### config.mk
export PLATFORM = sky130hd
export DESIGN_NAME = mebc_bus_ctrl
export DESIGN_NICKNAME = d
export VERILOG_FILES = /design/src/hw/mebc_pkg.sv /design/src/hw/mebc_timing.sv /design/src/hw/mebc_bus_ctrl.sv
export SDC_FILE = /design/constraint.sdc
export NUM_CORES = 1
export LEC_CHECK = 0
export BUFFER_PORTS_ARGS = -buffer_cell sky130_fd_sc_hd__clkbuf_2
export CAP_MARGIN = 5
export CORE_MARGIN = 2
export CORE_UTILIZATION = 52
export DETAILED_ROUTE_END_ITERATION = 10
export PLACE_DENSITY_LB_ADDON = 0.1
export SLEW_MARGIN = 20
export SYNTH_ARGS = -nofsm -noshare
export SYNTH_HDL_FRONTEND = slang
export SYNTH_SLANG_ARGS = --single-unit
export TNS_END_PERCENT = 1
### constraint.sdc
create_clock -name mclk -period 5.21 [get_ports mclk]
set_input_delay 1.042 -clock mclk [delete_from_list [all_inputs] [get_ports mclk]]
set_output_delay 1.042 -clock mclk [all_outputs]
set_load 0.01 [all_outputs]
### src/hw/mebc_pkg.sv
// shared constants, types and helpers for the external bus control block
package mebc_pkg;

	// =====================================================================
	// clock and timing
	// =====================================================================
	localparam int MEBC_MCLK_HZ       = 50_000_000;
	localparam int MEBC_STATE_DIV     = 3;   // master clocks per state clock
	localparam int MEBC_CYCLE_STATES  = 5;   // state clocks per machine cycle
	localparam int MEBC_MAX_CYCLES    = 2;   // machine cycles per instruction, at most

	// =====================================================================
	// widths and field positions
	// =====================================================================
	localparam int MEBC_ADDR_W        = 12;
	localparam int MEBC_DATA_W        = 8;
	localparam int MEBC_LOW_ADDR_MSB  = 7;   // address bits on the data bus port
	localparam int MEBC_HIGH_ADDR_LSB = 8;   // address bits on the second port
	localparam int MEBC_HIGH_ADDR_MSB = 11;
	localparam int MEBC_HIGH_ADDR_W   = 4;

	// =====================================================================
	// reset and idle values of the pins
	// =====================================================================
	localparam logic                   MEBC_STROBE_IDLE = 1'b1;  // active-low strobes idle high
	localparam logic                   MEBC_OE_OFF      = 1'b1;  // output enable low means driving
	localparam logic                   MEBC_ALE_IDLE    = 1'b0;
	localparam logic [MEBC_DATA_W-1:0] MEBC_DATA_ZERO   = 8'h00;
	localparam logic [3:0]             MEBC_NIB_ZERO    = 4'h0;

	// =====================================================================
	// machine cycle states, gray coded from S1 through S5
	// =====================================================================
	typedef enum logic [2:0] {
		MEBC_S1 = 3'h0,
		MEBC_S2 = 3'h1,
		MEBC_S3 = 3'h3,
		MEBC_S4 = 3'h2,
		MEBC_S5 = 3'h6
	} mebc_state_t;

	// data transfer kinds for the second machine cycle
	typedef enum logic [1:0] {
		MEBC_DOP_NONE  = 2'h0,
		MEBC_DOP_READ  = 2'h1,
		MEBC_DOP_WRITE = 2'h2
	} mebc_dop_t;

	// requests from the processor core
	typedef struct packed {
		logic [MEBC_ADDR_W-1:0] fetch_addr;
		logic                   two_cycle;
		mebc_dop_t              dop;
		logic [MEBC_DATA_W-1:0] data_addr;
		logic [MEBC_DATA_W-1:0] wdata;
		logic                   t0_clk_en;
		logic                   int_enable;
		logic                   int_return;
	} mebc_core_req_t;

	// answers to the processor core
	typedef struct packed {
		logic [MEBC_DATA_W-1:0] instr;
		logic                   instr_valid;
		logic [MEBC_DATA_W-1:0] rdata;
		logic                   rdata_valid;
		logic                   boundary;
		logic                   branch_cond;
		logic                   int_take;
		logic                   in_service;
		logic                   ext_mode;
	} mebc_core_rsp_t;

	// outputs toward the pins
	typedef struct packed {
		logic                        ale;
		logic                        program_store_strobe_n;
		logic                        read_strobe_n;
		logic                        write_strobe_n;
		logic [MEBC_DATA_W-1:0]      data_bus_port_out;
		logic                        data_bus_port_oe_n;
		logic [MEBC_HIGH_ADDR_W-1:0] second_port_addr;
		logic                        test_sense_zero_out;
		logic                        test_sense_zero_oe_n;
	} mebc_pins_t;

	// next state along the machine cycle
	function automatic mebc_state_t mebc_next_state(input mebc_state_t st);
		case (st)
			MEBC_S1: mebc_next_state = MEBC_S2;
			MEBC_S2: mebc_next_state = MEBC_S3;
			MEBC_S3: mebc_next_state = MEBC_S4;
			MEBC_S4: mebc_next_state = MEBC_S5;
			default: mebc_next_state = MEBC_S1;
		endcase
	endfunction

endpackage

### src/hw/mebc_timing.sv
// state clock divider and machine cycle state counter
`timescale 1ns/1ps
module mebc_timing #(
	parameter int DIV = mebc_pkg::MEBC_STATE_DIV
) (
	// clock and reset
	input  wire logic                mclk,
	input  wire logic                reset_n,
	// control
	input  wire logic                hold,
	// timing outputs
	output mebc_pkg::mebc_state_t    state,
	output logic                     tick,
	output logic                     phase1
);
	import mebc_pkg::*;

	logic [3:0]  div_reg;
	mebc_state_t state_reg;
	logic        phase1_reg;

	// =====================================================================
	// divider
	// =====================================================================
	// tick marks the last master clock of a state
	assign tick   = (div_reg == 4'(DIV - 1));
	assign state  = state_reg;
	assign phase1 = phase1_reg;

	// held counter freezes the whole cycle, used for single stepping
	always_ff @(posedge mclk or negedge reset_n) begin
		if (!reset_n) begin
			div_reg <= 4'h0;
		end else if (!hold) begin
			div_reg <= tick ? 4'h0 : div_reg + 4'h1;
		end
	end

	// state walk, one step per state clock
	always_ff @(posedge mclk or negedge reset_n) begin
		if (!reset_n) begin
			state_reg <= MEBC_S5;
		end else if (!hold && tick) begin
			state_reg <= mebc_next_state(state_reg);
		end
	end

	// phase-one clock: high during the first third of each state
	always_ff @(posedge mclk or negedge reset_n) begin
		if (!reset_n) begin
			phase1_reg <= 1'b0;
		end else if (!hold) begin
			phase1_reg <= tick;
		end
	end

endmodule

### src/hw/mebc_bus_ctrl.sv
// pin-level bus control of the single-chip microcomputer
// =========================================================================
// What this block does
// [RL1] selected by the core, the test/sense pin outputs the phase-one state clock
// [RL2] otherwise the test/sense pin is sampled as the branch condition
// [RL3] reset holds every processor and pin state at its initial value
// [RL4] single-step input halts at instruction boundaries, address-latch strobe marks them
// [RL5] a low interrupt input is taken as an external interrupt request
// [RL6] one interrupt level only; no interrupt is taken while one is serviced
// [RL7] external-fetch select high during reset selects external program operation
// [RL8] read strobe pulses to qualify each data input from the data bus port
// [RL9] read strobe acts as read enable of external data memory
// [RL10] program-store strobe asserted in each external fetch, instruction sampled then
// [RL11] every instruction takes one or two machine cycles, never more
// [RL12] the variant without on-chip program memory always fetches externally
// [RL13] address-latch strobe pulses at the start of every machine cycle
// [RL14] address-latch strobe qualifies low address bits on the data bus port
// [RL15] address bits eight to eleven go out on the second port in external fetches
// [RL16] write strobe pulses to qualify data driven out on the data bus port
// [RL17] program source captured in reset stays until the next reset
// =========================================================================
`timescale 1ns/1ps
module mebc_bus_ctrl #(
	parameter bit ROMLESS = 1'b0,
	parameter int DIV     = mebc_pkg::MEBC_STATE_DIV
) (
	// clock and reset
	input  wire logic                                  mclk,
	input  wire logic                                  reset_n,
	// control pins
	input  wire logic                                  single_step_n,
	input  wire logic                                  interrupt_req_n,
	input  wire logic                                  external_fetch_select,
	input  wire logic                                  test_sense_zero_in,
	// data bus port input and on-chip program memory data
	input  wire logic [mebc_pkg::MEBC_DATA_W-1:0]      data_bus_port_in,
	input  wire logic [mebc_pkg::MEBC_DATA_W-1:0]      rom_data,
	// core side
	input  mebc_pkg::mebc_core_req_t                   core_req,
	output mebc_pkg::mebc_core_rsp_t                   core_rsp,
	// pins
	output mebc_pkg::mebc_pins_t                       pins
);
	import mebc_pkg::*;

	// =====================================================================
	// declarations
	// =====================================================================
	mebc_state_t    state;
	logic           tick;
	logic           phase1;
	logic           hold;
	logic           step;
	logic           last_cycle;
	logic           boundary_tick;
	mebc_state_t    nst;

	logic           fetch_sel_cap;     // no reset: only follows the pin while in reset
	logic           started_reg;
	logic           ext_mode_reg;
	logic           second_reg;
	logic           two_cycle_reg;
	mebc_dop_t      dop_reg;
	logic           in_service_reg;
	mebc_core_rsp_t rsp_reg;
	mebc_pins_t     pins_reg;

	assign core_rsp = rsp_reg;
	assign pins     = pins_reg;

	// true when this cycle fetches from outside
	function automatic logic ext_fetch(input logic ext, input logic second);
		ext_fetch = ext && !second;
	endfunction

	// =====================================================================
	// state timing
	// =====================================================================
	mebc_timing #(
		.DIV     (DIV)
	) u_timing (
		.mclk    (mclk),
		.reset_n (reset_n),
		.hold    (hold),
		.state   (state),
		.tick    (tick),
		.phase1  (phase1)
	);

	// [RL11] at most two cycles
	assign last_cycle    = second_reg || !two_cycle_reg;
	assign boundary_tick = tick && (state == MEBC_S5) && last_cycle;
	// [RL4] freeze at boundary
	assign hold          = boundary_tick && !single_step_n;
	assign step          = tick && !hold;
	assign nst           = mebc_next_state(state);

	// =====================================================================
	// program source
	// =====================================================================
	// [RL7] sample select in reset
	always_ff @(posedge mclk) begin
		if (!reset_n) begin
			fetch_sel_cap <= external_fetch_select;
		end
	end

	// [RL17] latched once after release, so later pin changes are ignored
	always_ff @(posedge mclk or negedge reset_n) begin
		if (!reset_n) begin
			started_reg  <= 1'b0;
			ext_mode_reg <= 1'b0;
		end else if (!started_reg) begin
			started_reg  <= 1'b1;
			// [RL12] romless forces external
			ext_mode_reg <= fetch_sel_cap || ROMLESS;
		end
	end

	// =====================================================================
	// instruction length tracking
	// =====================================================================
	// [RL11] second cycle only after a two-cycle fetch
	always_ff @(posedge mclk or negedge reset_n) begin
		if (!reset_n) begin
			second_reg    <= 1'b0;
			two_cycle_reg <= 1'b0;
			dop_reg       <= MEBC_DOP_NONE;
		end else if (step) begin
			if (nst == MEBC_S1) begin
				second_reg <= !second_reg && two_cycle_reg;
				dop_reg    <= (!second_reg && two_cycle_reg) ? core_req.dop : MEBC_DOP_NONE;
			end else if (nst == MEBC_S4 && !second_reg) begin
				two_cycle_reg <= core_req.two_cycle;
			end
		end
	end

	// =====================================================================
	// interrupt
	// =====================================================================
	// [RL5] [RL6] single level: taken only when idle, cleared by return
	always_ff @(posedge mclk or negedge reset_n) begin
		if (!reset_n) begin
			in_service_reg <= 1'b0;
		end else if (step && boundary_tick && !interrupt_req_n
				&& core_req.int_enable && !in_service_reg) begin
			in_service_reg <= 1'b1;
		end else if (core_req.int_return) begin
			in_service_reg <= 1'b0;
		end
	end

	// =====================================================================
	// core answers
	// =====================================================================
	// [RL3] reset holds answers at zero
	always_ff @(posedge mclk or negedge reset_n) begin
		if (!reset_n) begin
			rsp_reg <= '0;
		end else begin
			rsp_reg.instr_valid <= 1'b0;
			rsp_reg.rdata_valid <= 1'b0;
			rsp_reg.boundary    <= 1'b0;
			rsp_reg.int_take    <= 1'b0;
			rsp_reg.in_service  <= in_service_reg;
			rsp_reg.ext_mode    <= ext_mode_reg;
			// [RL2] sense pin as condition
			if (!core_req.t0_clk_en) begin
				rsp_reg.branch_cond <= test_sense_zero_in;
			end
			if (step) begin
				// instruction byte taken at the end of state three
				if (nst == MEBC_S4 && !second_reg) begin
					// [RL10] external byte read under strobe
					rsp_reg.instr       <= ext_mode_reg ? data_bus_port_in : rom_data;
					rsp_reg.instr_valid <= 1'b1;
				end
				// [RL8] [RL9] read data taken at the end of the strobe
				if (nst == MEBC_S5 && dop_reg == MEBC_DOP_READ) begin
					rsp_reg.rdata       <= data_bus_port_in;
					rsp_reg.rdata_valid <= 1'b1;
				end
				if (boundary_tick) begin
					rsp_reg.boundary <= 1'b1;
					rsp_reg.int_take <= !interrupt_req_n && core_req.int_enable && !in_service_reg;
				end
			end
		end
	end

	// =====================================================================
	// test/sense pin
	// =====================================================================
	// [RL1] phase-one clock out, one pulse per state, one third of the master clock rate
	always_ff @(posedge mclk or negedge reset_n) begin
		if (!reset_n) begin
			pins_reg.test_sense_zero_out  <= 1'b0;
			pins_reg.test_sense_zero_oe_n <= MEBC_OE_OFF;
		end else begin
			pins_reg.test_sense_zero_out  <= core_req.t0_clk_en && phase1;
			pins_reg.test_sense_zero_oe_n <= !core_req.t0_clk_en;
		end
	end

	// =====================================================================
	// address latch strobe
	// =====================================================================
	// [RL13] pulse in state one; [RL4] stays high while stepped halt lasts
	always_ff @(posedge mclk or negedge reset_n) begin
		if (!reset_n) begin
			pins_reg.ale <= MEBC_ALE_IDLE;
		end else if (hold) begin
			pins_reg.ale <= 1'b1;
		end else if (step) begin
			pins_reg.ale <= (nst == MEBC_S1);
		end
	end

	// =====================================================================
	// program store strobe
	// =====================================================================
	// [RL10] low across states two and three of an external fetch
	always_ff @(posedge mclk or negedge reset_n) begin
		if (!reset_n) begin
			pins_reg.program_store_strobe_n <= MEBC_STROBE_IDLE;
		end else if (step) begin
			if (nst == MEBC_S2 && ext_fetch(ext_mode_reg, second_reg)) begin
				pins_reg.program_store_strobe_n <= 1'b0;
			end else if (nst == MEBC_S4) begin
				pins_reg.program_store_strobe_n <= MEBC_STROBE_IDLE;
			end
		end
	end

	// =====================================================================
	// read and write strobes
	// =====================================================================
	// [RL8] [RL16] low during state four of a data cycle
	always_ff @(posedge mclk or negedge reset_n) begin
		if (!reset_n) begin
			pins_reg.read_strobe_n  <= MEBC_STROBE_IDLE;
			pins_reg.write_strobe_n <= MEBC_STROBE_IDLE;
		end else if (step) begin
			pins_reg.read_strobe_n  <= !(nst == MEBC_S4 && dop_reg == MEBC_DOP_READ);
			pins_reg.write_strobe_n <= !(nst == MEBC_S4 && dop_reg == MEBC_DOP_WRITE);
		end
	end

	// =====================================================================
	// data bus port and second port drive
	// =====================================================================
	// data is held through state five so it outlasts the write strobe edge
	always_ff @(posedge mclk or negedge reset_n) begin
		if (!reset_n) begin
			pins_reg.data_bus_port_out  <= MEBC_DATA_ZERO;
			pins_reg.data_bus_port_oe_n <= MEBC_OE_OFF;
			pins_reg.second_port_addr   <= MEBC_NIB_ZERO;
		end else if (step) begin
			case (nst)
				MEBC_S1: begin
					// [RL14] low address under the latch strobe
					if (ext_fetch(ext_mode_reg, !second_reg && two_cycle_reg)) begin
						pins_reg.data_bus_port_out  <= core_req.fetch_addr[MEBC_LOW_ADDR_MSB:0];
						pins_reg.data_bus_port_oe_n <= 1'b0;
						// [RL15] high address nibble
						pins_reg.second_port_addr   <=
							core_req.fetch_addr[MEBC_HIGH_ADDR_MSB:MEBC_HIGH_ADDR_LSB];
					end else if (!second_reg && two_cycle_reg && core_req.dop != MEBC_DOP_NONE) begin
						pins_reg.data_bus_port_out  <= core_req.data_addr;
						pins_reg.data_bus_port_oe_n <= 1'b0;
					end else begin
						pins_reg.data_bus_port_oe_n <= MEBC_OE_OFF;
					end
				end
				MEBC_S2: begin
					// [RL9] [RL10] bus released for the memory to drive
					pins_reg.data_bus_port_oe_n <= MEBC_OE_OFF;
				end
				MEBC_S4: begin
					// [RL16] write data out
					if (dop_reg == MEBC_DOP_WRITE) begin
						pins_reg.data_bus_port_out  <= core_req.wdata;
						pins_reg.data_bus_port_oe_n <= 1'b0;
					end
				end
				MEBC_S3, MEBC_S5: begin
					pins_reg.data_bus_port_oe_n <= pins_reg.data_bus_port_oe_n;
				end
				default: begin
					pins_reg.data_bus_port_oe_n <= MEBC_OE_OFF;
				end
			endcase
		end
	end

endmodule

==> impl_metrics.csv <==
group,metric,value,unit
synth,yosys-top-cells-area,"dfrtp_1 49%, mux2_2 14%, dfstp_2 7.2%",
cells_and_area,fin_cells,386,
clock_tree,cts_tree,"yes",
grt,grt_pass1_wl,9259,um
worst_setup_path,path_class,"flop to flop",
grt,grt_usage,22.26,%
placement,placedCellCount,370,
cells_and_area,fin_nets,370,
cells_and_area,drive_gt1_share,49.53,%
sta,setup_viol,0,
worst_hold_path,min_path_type,"flop to flop",
grt,grt-ovfl-total,0,
placement,gp_congestion,0.8318,
route,drc,0,
die,core_area,4755,um2
sta,finalMaxSlewViolations,0,
clock_tree,cts_buffers,9,
synth,ys_types,36,
route,ant_nets,0,
die,dieArea,5510,um2
clock_tree,cts_root_buffer,"clkbuf_8",
die,die_x,74.23,um
synth,ys_seq_area_share,57.12,%
synth,avgSynthCellArea,11.93,um2
route,dr.pass1.iters,4,
placement,portBuffers,97,
clock_tree,clkTransAtPathRegs,0.07,ns
synth,synthCells,215,
placement,dp_hpwl,4074,um
route,vias,2062,
sta,period_minus_slack,2.346,ns
sta,whs,0.3814,ns
cells_and_area,multiInputGateArea,1008,um2
placement,placed_cell_area,3110,um2
sta,hold_viol,0,
worst_setup_path,path_max_fanout,9,
worst_setup_path,arrival,2.56,ns
outcome,status,"completed",
cells_and_area,largest_register_ffs,23,
power,p_comb_share,32.2,%
power,p_clk_share,24.4,%
sta,tightest_slew,0.7955,ns
power,switchingPower,603.3,uW
power,p_sw_share,34.99,%
clock_tree,clock_sinks,58,
cells_and_area,ff_latch_area,1465,um2
synth,synth_area_leader_cell,"dfrtp_1",
die,die_y,74.23,um
worst_setup_path,worst_ep_required_time,5.43,ns
route,wire_per_inst,14.98,um
sta,worst_clock_skew,0.008887,ns
sta,max_freq,0.4262,GHz
synth,synth_warnings,0,
clock_tree,cts-htree-levels,3,
job,cap_violations,0,
clock_tree,hold_buffers,0,
power,pwr-share-seq,43.4,%
sta,rsz0062_at_grt,"no",
power,power_density,520.1,nW/um2
synth,netlist_area,2565,um2
grt,grt_max_degree,31,
die,num_rows,25,
clock_tree,clk_latency,0.33,ns
route,routed_wl,5782,um
cells_and_area,syn_to_final_growth,29.27,%
worst_setup_path,cp-end-kind,"flop",
sta,max_slew_margin,46.97,%
power,p_int,1.121,mW
power,p_leak,1.641,nW
cells_and_area,fillers,389,
grt,antenna_found_initial,0,
cells_and_area,post-route-cell-area,3316,um2
route,viasPerCell,5.342,
clock_tree,cts_buffer_depth,2,
worst_setup_path,cp-start-kind,"flop",
die,initial_core_util,53.95,%
power,ir_worst_vdd,0.3248,mV
route,drt_iter0_drc,149,
sta,fin_crit_sh,45.04,%
cells_and_area,diodes,0,
grt,grt_pass1_vias,2052,
synth,ys_ff_latch,58,
sta,setup_tns,0,ns
clock_tree,postCtsSetupRepairBufs,0,
synth,synth_top_area_share,48.78,%
die,io_pins,98,
synth,synthesis.nets,271,
clock_tree,postCtsResizedCells,0,
## per-stage QoR
stage               util (%)  setup slack (ns)  total power [mW]
floorplan                  -             2.808             1.087
global placement       65.42             2.572             1.297
detailed placement     65.42             2.542             1.315
CTS                    69.74             2.837             1.739
global route           69.74             2.742             1.841
finish                 69.74             2.864             1.724
## cells in the final DEF, fill, tap and decap left out, types with 8 or more instances in the layout
cell type   n
clkbuf_2   97
clkbuf_8   11
nand2_1    11
a211oi_1    8
nor2_1      9
and3_1      9
o211ai_1   11
o32ai_1     8
dfrtp_1    50
mux2_2     33
inv_1      13
## final timing paths
kind | start | end | slack (ns) | cells after the start
max in group asynchronous | reset_n | u_timing.state[1] | 3.58 | 2
min in group asynchronous | reset_n | core_rsp[16] | 0.76 | 1
setup reg to reg | u_timing.div_reg[0] | core_rsp[13] | 2.86 | 3
setup / recovery | u_timing.div_reg[0] | core_rsp[13] | 2.86 | 3
hold / removal | in_service_reg | core_rsp[1] | 0.38 | 0
hold reg to reg | in_service_reg | core_rsp[1] | 0.38 | 0
## per-layer routing
layer,GRT usage [%],wire length [um],vias to the layer above,part of all wire [%]
met5,0,0,-,0
met4,8.532,63,0,1.1
met3,6.911,345,6,6.0
met2,34.42,2825,64,49
met1,29.76,2547,1013,44
li1,-,-,979,-
## cells by family after synthesis
logic type	count (synthesis)	share of synthesized area [%]
other	1	0.1462
xor gates and xnor gates	2	0.6831
buffers and inverters	25	3.805
muxes	33	14.49
AOI/OAI and AO/OA	45	12.15
and+or+nand+nor	51	11.61
DFF	58	57.12
## cell usage after synthesis
library cell,number
dfrtp_1,50
mux2_2,33
inv_1,13
nand2_1,11
o211ai_1,11
and3_1,9
nor2_1,9
a211oi_1,8
o32ai_1,8
a21oi_1,7
clkbuf_1,7
dfstp_2,7
o21ai_0,6
nand2b_1,4
and2_1,3
buf_2,3
nand3_1,3
a31oi_1,2
nand4_1,2
o31ai_1,2
xnor2_1,2
buf_1,1
clkinv_1,1
conb_1,1
edfxtp_1,1
nand3b_1,1
nand4b_1,1
nor2b_1,1
nor3b_1,1
nor4_4,1
nor4b_1,1
o22ai_1,1
or3_1,1
or3b_2,1
or4b_1,1
or4b_2,1
## critical path, stage by stage, from the launching register on
cell and delay, ns:
dfrtp_1 0.44, or4b_1 0.73, nor4_4 0.66, mux2_2 0.41
## power by group through the flow
| stage | combinational (mW) | clock [mW] | sequential [mW] |
|---|---|---|---|
| 2_1_floorplan | 0.329 | 0 | 0.758 |
| 3_3_place_gp | 0.544 | 0 | 0.753 |
| 3_5_place_dp | 0.560 | 0 | 0.755 |
| 4_1_cts | 0.563 | 0.428 | 0.748 |
| 5_1_grt | 0.618 | 0.450 | 0.773 |
| 6_report | 0.555 | 0.421 | 0.749 |
## area by class of cell
type / instances / share of cell area (%)
sequential: 58 / 44.19
multi-input combinational: 132 / 30.42
timing repair buffer: 99 / 15.09
clock buffer: 12 / 4.679
tap: 67 / 2.528
inverter: 14 / 1.585
clock inverter: 4 / 1.509
Note: power is estimated with default switching activity, not from simulation.
